--- src/lpc_pkg.sv ---
package lpc_pkg;

	localparam int CLK_PERIOD_NS = 25;

	// Power-down exit latency, printed in ns; count rounds up
	localparam int T_XP_NS = 8;
	localparam int T_XP_CYC = (T_XP_NS + CLK_PERIOD_NS - 1) / CLK_PERIOD_NS;
	// Valid clock periods needed after a clock stop with enable high
	localparam int CLK_RESTART_CYC = 2;
	localparam int READY_CYC = CLK_RESTART_CYC + T_XP_CYC;
	localparam int CNT_W = 4;

	localparam int NUM_BANKS = 4;

	// Command bus bit positions
	localparam int CA0_POS = 0;
	localparam int CA1_POS = 1;
	localparam int CA2_POS = 2;

	typedef enum logic [2:0] {
		LPC_ACTIVE,
		LPC_PD_IDLE,
		LPC_PD_ACT,
		LPC_DPD,
		LPC_EXIT_WAIT
	} lpc_state_t;

	typedef struct packed {
		logic cke;
		logic cs_n;
		logic [9:0] ca;
	} lpc_cmd_t;

	typedef struct packed {
		logic in_buf_en;
		logic out_buf_en;
		logic core_pwr_en;
		logic array_valid;
	} lpc_pwr_t;

endpackage

--- src/lpc_decode.sv ---
`timescale 1ns/1ps
module lpc_decode (
	input wire lpc_pkg::lpc_cmd_t cmd_i,
	input wire logic cke_prev_i,
	output logic pd_entry_o,
	output logic dpd_entry_o,
	output logic nop_o,
	output logic exit_o
);
	always_comb begin
		// Enable high in the prior cycle, low now, chip select high
		pd_entry_o = cke_prev_i && !cmd_i.cke && cmd_i.cs_n;
		dpd_entry_o = cke_prev_i && !cmd_i.cke && !cmd_i.cs_n && cmd_i.ca[lpc_pkg::CA0_POS]
			&& cmd_i.ca[lpc_pkg::CA1_POS] && !cmd_i.ca[lpc_pkg::CA2_POS];
		nop_o = cmd_i.cs_n || (cmd_i.ca[lpc_pkg::CA0_POS] && cmd_i.ca[lpc_pkg::CA1_POS]
			&& cmd_i.ca[lpc_pkg::CA2_POS]);
		exit_o = !cke_prev_i && cmd_i.cke;
	end
endmodule

--- src/lpc_power_ctrl.sv ---
`timescale 1ns/1ps
module lpc_power_ctrl (
	input wire logic mclk_i,
	input wire logic reset_i,
	input wire logic ce_i,
	input wire logic cke_i,
	input wire logic cs_n_i,
	input wire logic [9:0] ca_i,
	input wire logic [lpc_pkg::NUM_BANKS-1:0] bank_open_i,
	input wire logic core_busy_i,
	input wire logic clk_change_i,
	input wire logic init_done_i,
	output logic [2:0] state_o,
	output logic pd_active_o,
	output logic low_power_o,
	output logic in_buf_en_o,
	output logic out_buf_en_o,
	output logic core_pwr_en_o,
	output logic array_valid_o,
	output logic need_init_o,
	output logic cmd_valid_o,
	output logic ready_o
);
	lpc_pkg::lpc_cmd_t cmd_s1_r, cmd_r;
	lpc_pkg::lpc_state_t state_r, state_nxt;
	logic cke_prev_r;
	logic pd_entry, dpd_entry, nop, pd_exit;
	logic [lpc_pkg::CNT_W-1:0] cnt_r;
	logic clk_chg_s1_r, clk_chg_r;
	logic busy_s1_r, busy_r;
	logic [lpc_pkg::NUM_BANKS-1:0] bank_s1_r, bank_r;
	logic init_s1_r, init_r;

	// Pins are asynchronous to this clock; two stages before any logic
	always_ff @(posedge mclk_i) begin
		if (reset_i) begin
			cmd_s1_r <= '{cke: 1'b0, cs_n: 1'b1, ca: 10'h3ff};
			cmd_r <= '{cke: 1'b0, cs_n: 1'b1, ca: 10'h3ff};
			clk_chg_s1_r <= 1'b0;
			clk_chg_r <= 1'b0;
			busy_s1_r <= 1'b0;
			busy_r <= 1'b0;
			bank_s1_r <= '0;
			bank_r <= '0;
			init_s1_r <= 1'b0;
			init_r <= 1'b0;
		end else if (ce_i) begin
			cmd_s1_r <= '{cke: cke_i, cs_n: cs_n_i, ca: ca_i};
			cmd_r <= cmd_s1_r;
			clk_chg_s1_r <= clk_change_i;
			clk_chg_r <= clk_chg_s1_r;
			busy_s1_r <= core_busy_i;
			busy_r <= busy_s1_r;
			bank_s1_r <= bank_open_i;
			bank_r <= bank_s1_r;
			init_s1_r <= init_done_i;
			init_r <= init_s1_r;
		end
	end

	always_ff @(posedge mclk_i) begin
		if (reset_i) begin
			cke_prev_r <= 1'b0;
		end else if (ce_i) begin
			cke_prev_r <= cmd_r.cke;
		end
	end

	lpc_decode u_dec (
		.cmd_i(cmd_r),
		.cke_prev_i(cke_prev_r),
		.pd_entry_o(pd_entry),
		.dpd_entry_o(dpd_entry),
		.nop_o(nop),
		.exit_o(pd_exit)
	);

	function automatic logic [lpc_pkg::CNT_W-1:0] cyc(input int n);
		cyc = n[lpc_pkg::CNT_W-1:0];
	endfunction

	always_comb begin
		state_nxt = state_r;
		case (state_r)
			lpc_pkg::LPC_ACTIVE: begin
				if (dpd_entry) begin
					state_nxt = lpc_pkg::LPC_DPD;
				end else if (pd_entry) begin
					// Banks with open rows give active power-down
					state_nxt = (|bank_r) ? lpc_pkg::LPC_PD_ACT : lpc_pkg::LPC_PD_IDLE;
				end
			end
			lpc_pkg::LPC_PD_IDLE, lpc_pkg::LPC_PD_ACT: begin
				if (pd_exit) begin
					state_nxt = lpc_pkg::LPC_EXIT_WAIT;
				end
			end
			lpc_pkg::LPC_DPD: begin
				if (pd_exit) begin
					state_nxt = lpc_pkg::LPC_EXIT_WAIT;
				end
			end
			lpc_pkg::LPC_EXIT_WAIT: begin
				if (cnt_r == '0 && !need_init_o) begin
					state_nxt = lpc_pkg::LPC_ACTIVE;
				end else if (cnt_r == '0 && init_r) begin
					state_nxt = lpc_pkg::LPC_ACTIVE;
				end
			end
			default: state_nxt = lpc_pkg::LPC_ACTIVE;
		endcase
	end

	always_ff @(posedge mclk_i) begin
		if (reset_i) begin
			state_r <= lpc_pkg::LPC_ACTIVE;
		end else if (ce_i) begin
			state_r <= state_nxt;
		end
	end

	// Exit latency counter; also covers the clock restart window
	always_ff @(posedge mclk_i) begin
		if (reset_i) begin
			cnt_r <= '0;
		end else if (ce_i) begin
			if (clk_chg_r) begin
				cnt_r <= cyc(lpc_pkg::READY_CYC);
			end else if (state_nxt == lpc_pkg::LPC_EXIT_WAIT && state_r != lpc_pkg::LPC_EXIT_WAIT) begin
				cnt_r <= cyc(lpc_pkg::T_XP_CYC);
			end else if (cnt_r != '0) begin
				cnt_r <= cnt_r - 1'b1;
			end
		end
	end

	// Array contents lost on deep power-down; re-init clears need_init_o, array_valid_o stays low until reset
	always_ff @(posedge mclk_i) begin
		if (reset_i) begin
			need_init_o <= 1'b0;
			array_valid_o <= 1'b1;
		end else if (ce_i) begin
			if (state_nxt == lpc_pkg::LPC_DPD) begin
				need_init_o <= 1'b1;
				array_valid_o <= 1'b0;
			end else if (need_init_o && init_r && state_r == lpc_pkg::LPC_EXIT_WAIT) begin
				need_init_o <= 1'b0;
			end
		end
	end

	// Low-power current only once pending row or refresh work finishes
	always_ff @(posedge mclk_i) begin
		if (reset_i) begin
			low_power_o <= 1'b0;
		end else if (ce_i) begin
			low_power_o <= (state_nxt == lpc_pkg::LPC_PD_IDLE || state_nxt == lpc_pkg::LPC_PD_ACT
				|| state_nxt == lpc_pkg::LPC_DPD) && !busy_r;
		end
	end

	always_ff @(posedge mclk_i) begin
		if (reset_i) begin
			state_o <= lpc_pkg::LPC_ACTIVE;
			pd_active_o <= 1'b0;
		end else if (ce_i) begin
			state_o <= state_nxt;
			pd_active_o <= state_nxt == lpc_pkg::LPC_PD_ACT;
		end
	end

	// Buffers off while powered down; core power stays on except in deep power-down
	always_ff @(posedge mclk_i) begin
		if (reset_i) begin
			in_buf_en_o <= 1'b1;
			out_buf_en_o <= 1'b1;
			core_pwr_en_o <= 1'b1;
		end else if (ce_i) begin
			in_buf_en_o <= state_nxt == lpc_pkg::LPC_ACTIVE
				|| state_nxt == lpc_pkg::LPC_EXIT_WAIT;
			out_buf_en_o <= state_nxt == lpc_pkg::LPC_ACTIVE
				|| state_nxt == lpc_pkg::LPC_EXIT_WAIT;
			core_pwr_en_o <= state_nxt != lpc_pkg::LPC_DPD;
		end
	end

	// Non-NOP commands pass only when active and enable steady
	always_ff @(posedge mclk_i) begin
		if (reset_i) begin
			cmd_valid_o <= 1'b0;
		end else if (ce_i) begin
			cmd_valid_o <= state_r == lpc_pkg::LPC_ACTIVE && state_nxt == lpc_pkg::LPC_ACTIVE
				&& cnt_r == '0 && cmd_r.cke && cke_prev_r && !nop;
		end
	end

	always_ff @(posedge mclk_i) begin
		if (reset_i) begin
			ready_o <= 1'b0;
		end else if (ce_i) begin
			ready_o <= state_nxt == lpc_pkg::LPC_ACTIVE && cnt_r == '0 && !clk_chg_r;
		end
	end
endmodule

--- config.mk ---
export PLATFORM = sky130hd
export DESIGN_NAME = lpc_power_ctrl
export DESIGN_NICKNAME = d
export VERILOG_FILES = /design/src/lpc_pkg.sv /design/src/lpc_decode.sv /design/src/lpc_power_ctrl.sv
export SDC_FILE = /design/constraint.sdc
export NUM_CORES = 1
export LEC_CHECK = 0
export BUFFER_PORTS_ARGS = -buffer_cell sky130_fd_sc_hd__buf_2
export CAP_MARGIN = 20
export CORE_ASPECT_RATIO = 0.75
export CORE_MARGIN = 4
export CORE_UTILIZATION = 30
export DETAILED_ROUTE_END_ITERATION = 7
export PLACE_DENSITY = 0.47
export SYNTH_ARGS = -nofsm -noshare
export SYNTH_HDL_FRONTEND = slang
export SYNTH_SLANG_ARGS = --single-unit
--- constraint.sdc ---
create_clock -name mclk_i -period 2.8 [get_ports mclk_i]
set_input_delay 0.28 -clock mclk_i [delete_from_list [all_inputs] [get_ports mclk_i]]
set_output_delay 0.28 -clock mclk_i [all_outputs]
set_load 0.05 [all_outputs]
* Yosys cells after proc, flatten, opt, wreduce, memory -nomap -nowiden
Cells that the tools add are included.
** Word-level totals
- Bits in registers :: 40
- Latch bits :: 0
- Memory bits (writable) :: 0
- ROM bits :: 0
- Logic and storage cells :: 93
- Memories :: 0
** Operators by class
- $add $sub $neg :: 1
- Multipliers :: 0
- Divide/modulo/power cells :: 0
- Order comparisons :: 0
- Eq/ne operators :: 10
- Shift operators :: 0
- Mux-type cells :: 12
- Bitwise logic cells :: 0
- Reduce and logical (&&, ||, !) cells :: 45
** Operators by type and width (count)
- logical AND 1 bit :: 22
- 2-to-1 mux 3 bit :: 5
- equality test 3 x 2 -> 1 bit (second input constant) :: 4
- 2-to-1 mux 4 bit :: 3
- one-hot mux 3 bit (3 select lines) :: 1
- logical NOT 1 bit :: 8
- equality test 3 x 1 -> 1 bit (second input constant) :: 2
- equality test 3 bit (second input constant) :: 2
- logical NOT 3 bit :: 2
- AND reduction 2 bit :: 3
- logical NOT 4 bit :: 1
- logical OR 1 bit :: 4
- nonzero test 4 bit :: 1
- OR reduction 4 bit :: 1
- subtractor 4 x 1 -> 4 bit (second input constant) :: 1
- != test 3 x 2 -> 1 bit (second input constant) :: 1
- != test 3 bit (second input constant) :: 1
- nonzero test 3 bit :: 1
- OR reduction 3 bit :: 1
- 2-to-1 mux 1 bit :: 2
- 2-to-1 mux 2 bit :: 1
- nonzero test 2 bit :: 1

* Longest topological paths before layout
- Word-level depth :: 14
- Gate-level depth with buffers :: 8
- Mapped depth without buffers :: 7

* Modules after synthesis
Synthesis repeated with hierarchy kept, for this count alone.
** Second synthesis, totals
- Cell total of the unflattened synthesis :: 218
- Area total of the unflattened synthesis :: 2159.6 sq um
** Modules (own cells, without submodules)
- lpc_power_ctrl :: times used 1, cells an instance 213, area each 2115.8 sq um
- lpc_decode :: times used 1, cells an instance 5, area each 43.8 sq um

* Least setup slack after synthesis
Ideal clock, no wire load.
- Path type :: reg-to-reg
- Start :: register cnt_r[0] (netlist bit)
- End :: register array_valid_o
- Data arrival time :: 1.854 ns
- Setup slack :: 0.832 ns
- Cell stages (with the launch flop) :: 9
- Clock period less this slack :: 1.968 ns
- Cells stage by stage :: dfxtp_1 -> inv_1 -> ha_1 -> or3b_1 -> buf_2 -> o211ai_2 -> nand3b_1 -> or3b_4 -> a21o_1
** On the way
- Longest elaborated chain between the ends :: 7
- Elaborated cells on any way between the ends :: 8
** Ends and longest elaborated chain
- start, declared :: RTL line lpc_power_ctrl.sv:28 : logic [lpc_pkg::CNT_W-1:0] cnt_r;
- start signal, assigned :: RTL line lpc_power_ctrl.sv:128 : cnt_r <= cyc(lpc_pkg::READY_CYC);
- start signal, assigned :: RTL line lpc_power_ctrl.sv:130 : cnt_r <= cyc(lpc_pkg::T_XP_CYC);
- start signal, assigned :: RTL line lpc_power_ctrl.sv:132 : cnt_r <= cnt_r - 1'b1;
- logical NOT 4 bit * :: RTL line lpc_power_ctrl.sv:104, lpc_power_ctrl.sv:106
- logical AND 1 bit :: RTL line lpc_power_ctrl.sv:106 : end else if (cnt_r == '0 && init_r) begin
- 2-to-1 mux 3 bit :: RTL line lpc_power_ctrl.sv:106
- 2-to-1 mux 3 bit * :: RTL line lpc_power_ctrl.sv:104 : if (cnt_r == '0 && !need_init_o) begin
- one-hot mux 3 bit (3 select lines) * :: RTL line lpc_power_ctrl.sv:84 : case (state_r)
- equality test 3 x 2 -> 1 bit * :: RTL line lpc_power_ctrl.sv:143 : if (state_nxt == lpc_pkg::LPC_DPD) begin
- AND reduction 2 bit (no source line) *
- end signal, assigned :: RTL line lpc_power_ctrl.sv:141 : array_valid_o <= 1'b1;
- end signal, assigned :: RTL line lpc_power_ctrl.sv:145 : array_valid_o <= 1'b0;
- end, declared :: RTL line lpc_power_ctrl.sv:19 : output logic array_valid_o,
Every way passes the cells marked *; elsewhere a longest branch is shown, timed or not.
A chain may end at the register's enable or synchronous reset.

* Worst setup path in the final report
- Start :: register cnt_r[0] (netlist bit)
- End :: register core_pwr_en_o
** On the way
- Longest elaborated chain between the ends :: 6
- Elaborated cells on any way between the ends :: 7
** Ends and longest elaborated chain
- logical NOT 4 bit * :: RTL line lpc_power_ctrl.sv:104, lpc_power_ctrl.sv:106
- logical AND 1 bit :: RTL line lpc_power_ctrl.sv:106
- 2-to-1 mux 3 bit :: RTL line lpc_power_ctrl.sv:106
- 2-to-1 mux 3 bit * :: RTL line lpc_power_ctrl.sv:104
- one-hot mux 3 bit (3 select lines) * :: RTL line lpc_power_ctrl.sv:84
- != test 3 x 2 -> 1 bit * :: RTL line lpc_power_ctrl.sv:183 : core_pwr_en_o <= state_nxt != lpc_pkg::LPC_DPD;
- end signal, assigned :: RTL line lpc_power_ctrl.sv:183
- end, declared :: RTL line lpc_power_ctrl.sv:18 : output logic core_pwr_en_o,
Marked as above.

==> flow_summary.ini <==
[routing]
drcViolationCount = 0
wl_per_cell_um = 13.0
drt_first_pass_iters = 4
vias = 1300
totalWireLength_mm = 3.52
drt_iter0_markers = 65
drtAntennaViolNets = 0
via_per_inst = 4.81

[logic_synthesis]
synth_common_cells = dfxtp_1, nor2_1, mux2i_1
yosysTopAreaCell = dfxtp_1
ys.warnings.count = 0
syn_nets = 196
synthFlopType = dfxtp_1
synth-edff-count = 0
ys_seq_area_share_pct = 47.2
yosysUniqueCellTypes = 43
avgSynthCellArea_um2 = 9.81
synth_area_um2 = 1700
synthTopCellsByArea = dfxtp_1, mux2i_1, nor2_1
synth_top_area_share_pct = 47.2
synth_most_common_cell = dfxtp_1
ys_seq_elements = 40
syn_inst = 173
async_flop_share_pct = 0

[worst_setup_path]
startpoint_type = register
cp-end-kind = register
path_buf_inv = 1
rr_endpoint = core_pwr_en_o$_SDFFE_PP1P_
crit_start = cnt_r[0]$_SDFFE_PP0P_
worst_ep_required_time_ps = 2990
r2r-start = cnt_r[0]$_SDFFE_PP0P_
crit_slowest_cell = or3b_1
critical_path.max_stage_delay_ps = 480
crit_arrival_ps = 2300
worstRegToRegCells = 7
crit_fanout = 6
ff2ff_setup_slack_ps = 680
criticalPathCategory = register to register
critical_path.top_delay_family = simple AND/OR/NAND/NOR gates
cp_cell_sequence = inv_1, ha_1, or3b_1, o211ai_2, nand3b_1, or3b_4, a21o_1

[cts]
ctsHtreeMaxLevel = 2
ctsResizeCount = 0
insertion_delay_ps = 290
cts_hold_buf = 0
cts-root-buf = clkbuf_8
cts_setup_buffers = 0
path_clk_slew_ps = 70
cts_buffers = 5
cts.sinks = 40
cts_tree = built
clockBufferDepth = 2

[power_and_ir_drop]
p_sw_share_pct = 27.9
power_density_nw_per_um2 = 663
combPwrFrac_pct = 19.0
p_leak_nw = 0.789
switching_power_uw = 358
ir_drop_mv = 0.267
clkPwrFrac_pct = 31.5
p_int_uw = 927
seqPwrFrac_pct = 49.6

[run]
drv_cap = 0

[floorplan]
dieHeight_um = 73.1
core_area_um2 = 5410
start_util_pct = 31.4
die_area_um2 = 6930
die_w_um = 94.8
ios = 34
num_rows = 23

[hold_path]
hold_start = ca_i[1]
worstHoldPathCells = 2
worstHoldEndpoint = cmd_s1_r[1]$_SDFFE_PP1P_
hp-class = primary input to register

[final_layout]
final_nets = 218
layout-drive-gt1-share_pct = 21.5
multi_input_area_um2 = 796
diodes = 0
area_growth_syn_to_layout_pct = 14.3
fill_cells = 597
seq_area_um2 = 801

[sta]
hold_violations = 0
tightest_slew_ps = 742
rsz0062_at_grt = false
hold-worst-slack_ps = 198
min_period_over_period_pct = 75.6
fin_crit_ps = 2120
finalClockSkew_ps = 5.80
relSlewSlack_pct = 50.5
tns_ps = 0
maxSlewViolCount = 0
max_clock_freq_mhz = 473
setup_viol = 0

[placed_design]
dpl.hpwl_mm = 2.46
gp_congestion = 0.734
numPortBuffers = 26

[run_status]
status = finished, final reports clean

[grt]
grt_max_degree = 42
antenna_found_initial = 0
first_global_vias = 1283
grt_overflow = 0
grt_pass1_wl_mm = 5.94
grt_use_total_pct = 11.1
kinds of logic (layout without fill, tap and decap cells):
kind of cell	after synthesis	count (layout)	synth area share, %
buffers and inverters	16	38	5.90
muxes	17	17	10.0
adders and majority gates	1	1	0.737
DFF	40	40	47.2
AOI/OAI and AO/OA	34	34	14.9
and+or+nand+nor	65	65	21.2
how the worst max path moves through the flow:
stage | to | slack (ps) | depth (start not counted)
finish | core_pwr_en_o$_SDFFE_PP1P_ | 680 | 7
global route | array_valid_o$_SDFFE_PP1P_ | 560 | 7
CTS | array_valid_o$_SDFFE_PP1P_ | 690 | 7
detailed placement | array_valid_o$_SDFFE_PP1P_ | 700 | 7
global placement | core_pwr_en_o$_SDFFE_PP1P_ | 760 | 7
floorplan | array_valid_o$_SDFFE_PP1P_ | 830 | 8
power groups by stage:
stage / Sequential, mW / Clock (mW) / Combinational, mW
2_1_floorplan: 0.664 / 0 / 0.185
4_1_cts: 0.637 / 0.428 / 0.245
3_3_place_gp: 0.647 / 0 / 0.231
5_1_grt: 0.643 / 0.449 / 0.274
6_report: 0.637 / 0.405 / 0.244
3_5_place_dp: 0.650 / 0 / 0.244
worst register-to-register path: stages (launching register included):
cell and delay (ps):
dfxtp_1 340, inv_1 60, ha_1 200, or3b_1 480, o211ai_2 210, nand3b_1 110, or3b_4 440, a21o_1 180
placed cells by master (no fill, tap or decap), types with 2 or more instances in the layout:
cell       n
a311oi_1   2
o21ai_0    3
nand3_1    2
nor3_1     7
clkbuf_8   7
inv_1      3
dfxtp_1   40
nor2b_1    8
a22oi_1    2
nand3b_1   2
nor3b_1    3
o22ai_1    2
a211o_1    9
nand4b_1   2
buf_2     26
nand2_1    3
a21oi_1    6
a21o_1     2
mux2i_1   17
nor2_1    26
and2b_2    2
metal layers:
metal	GRT usage, %	up-vias	routed length (um)
li1	-	659	-
met1	13.7	614	1670
met2	17.4	22	1640
met3	3.30	5	158
met4	5.92	0	54
met5	0	-	0
stage by stage:
step	worst slack, ps	util (%)	std cells	area [um2]	total power, mW
5_1_grt	562	35.8	270	1940	1.37
6_report	684	35.8	270	1940	1.29
2_1_floorplan	832	-	173	1700	0.849
3_3_place_gp	756	34.1	263	1840	0.878
3_5_place_dp	695	34.1	263	1840	0.894
4_1_cts	686	35.8	270	1940	1.31
flip-flops by register name (all words and copies together) (netlist names):
register and cells:
cmd_r 5, cmd_s1_r 5, bank_r 4, bank_s1_r 4, cnt_r 4, state_o 3, array_valid_o 1, busy_r 1
busy_s1_r 1, cke_prev_r 1, clk_chg_r 1, clk_chg_s1_r 1, cmd_valid_o 1, core_pwr_en_o 1, init_r 1, init_s1_r 1
low_power_o 1, need_init_o 1, out_buf_en_o 1, pd_active_o 1, ready_o 1
area by class of cell:
| cell class | instances | area share [%] |
|---|---|---|
| repair buffers | 27 | 7.10 |
| well taps | 75 | 4.84 |
| multi-input cells | 117 | 41.0 |
| clock buffers | 7 | 4.97 |
| flip-flops and latches | 40 | 41.3 |
| inverters | 4 | 0.774 |
Power figures use the tool's default switching activity.
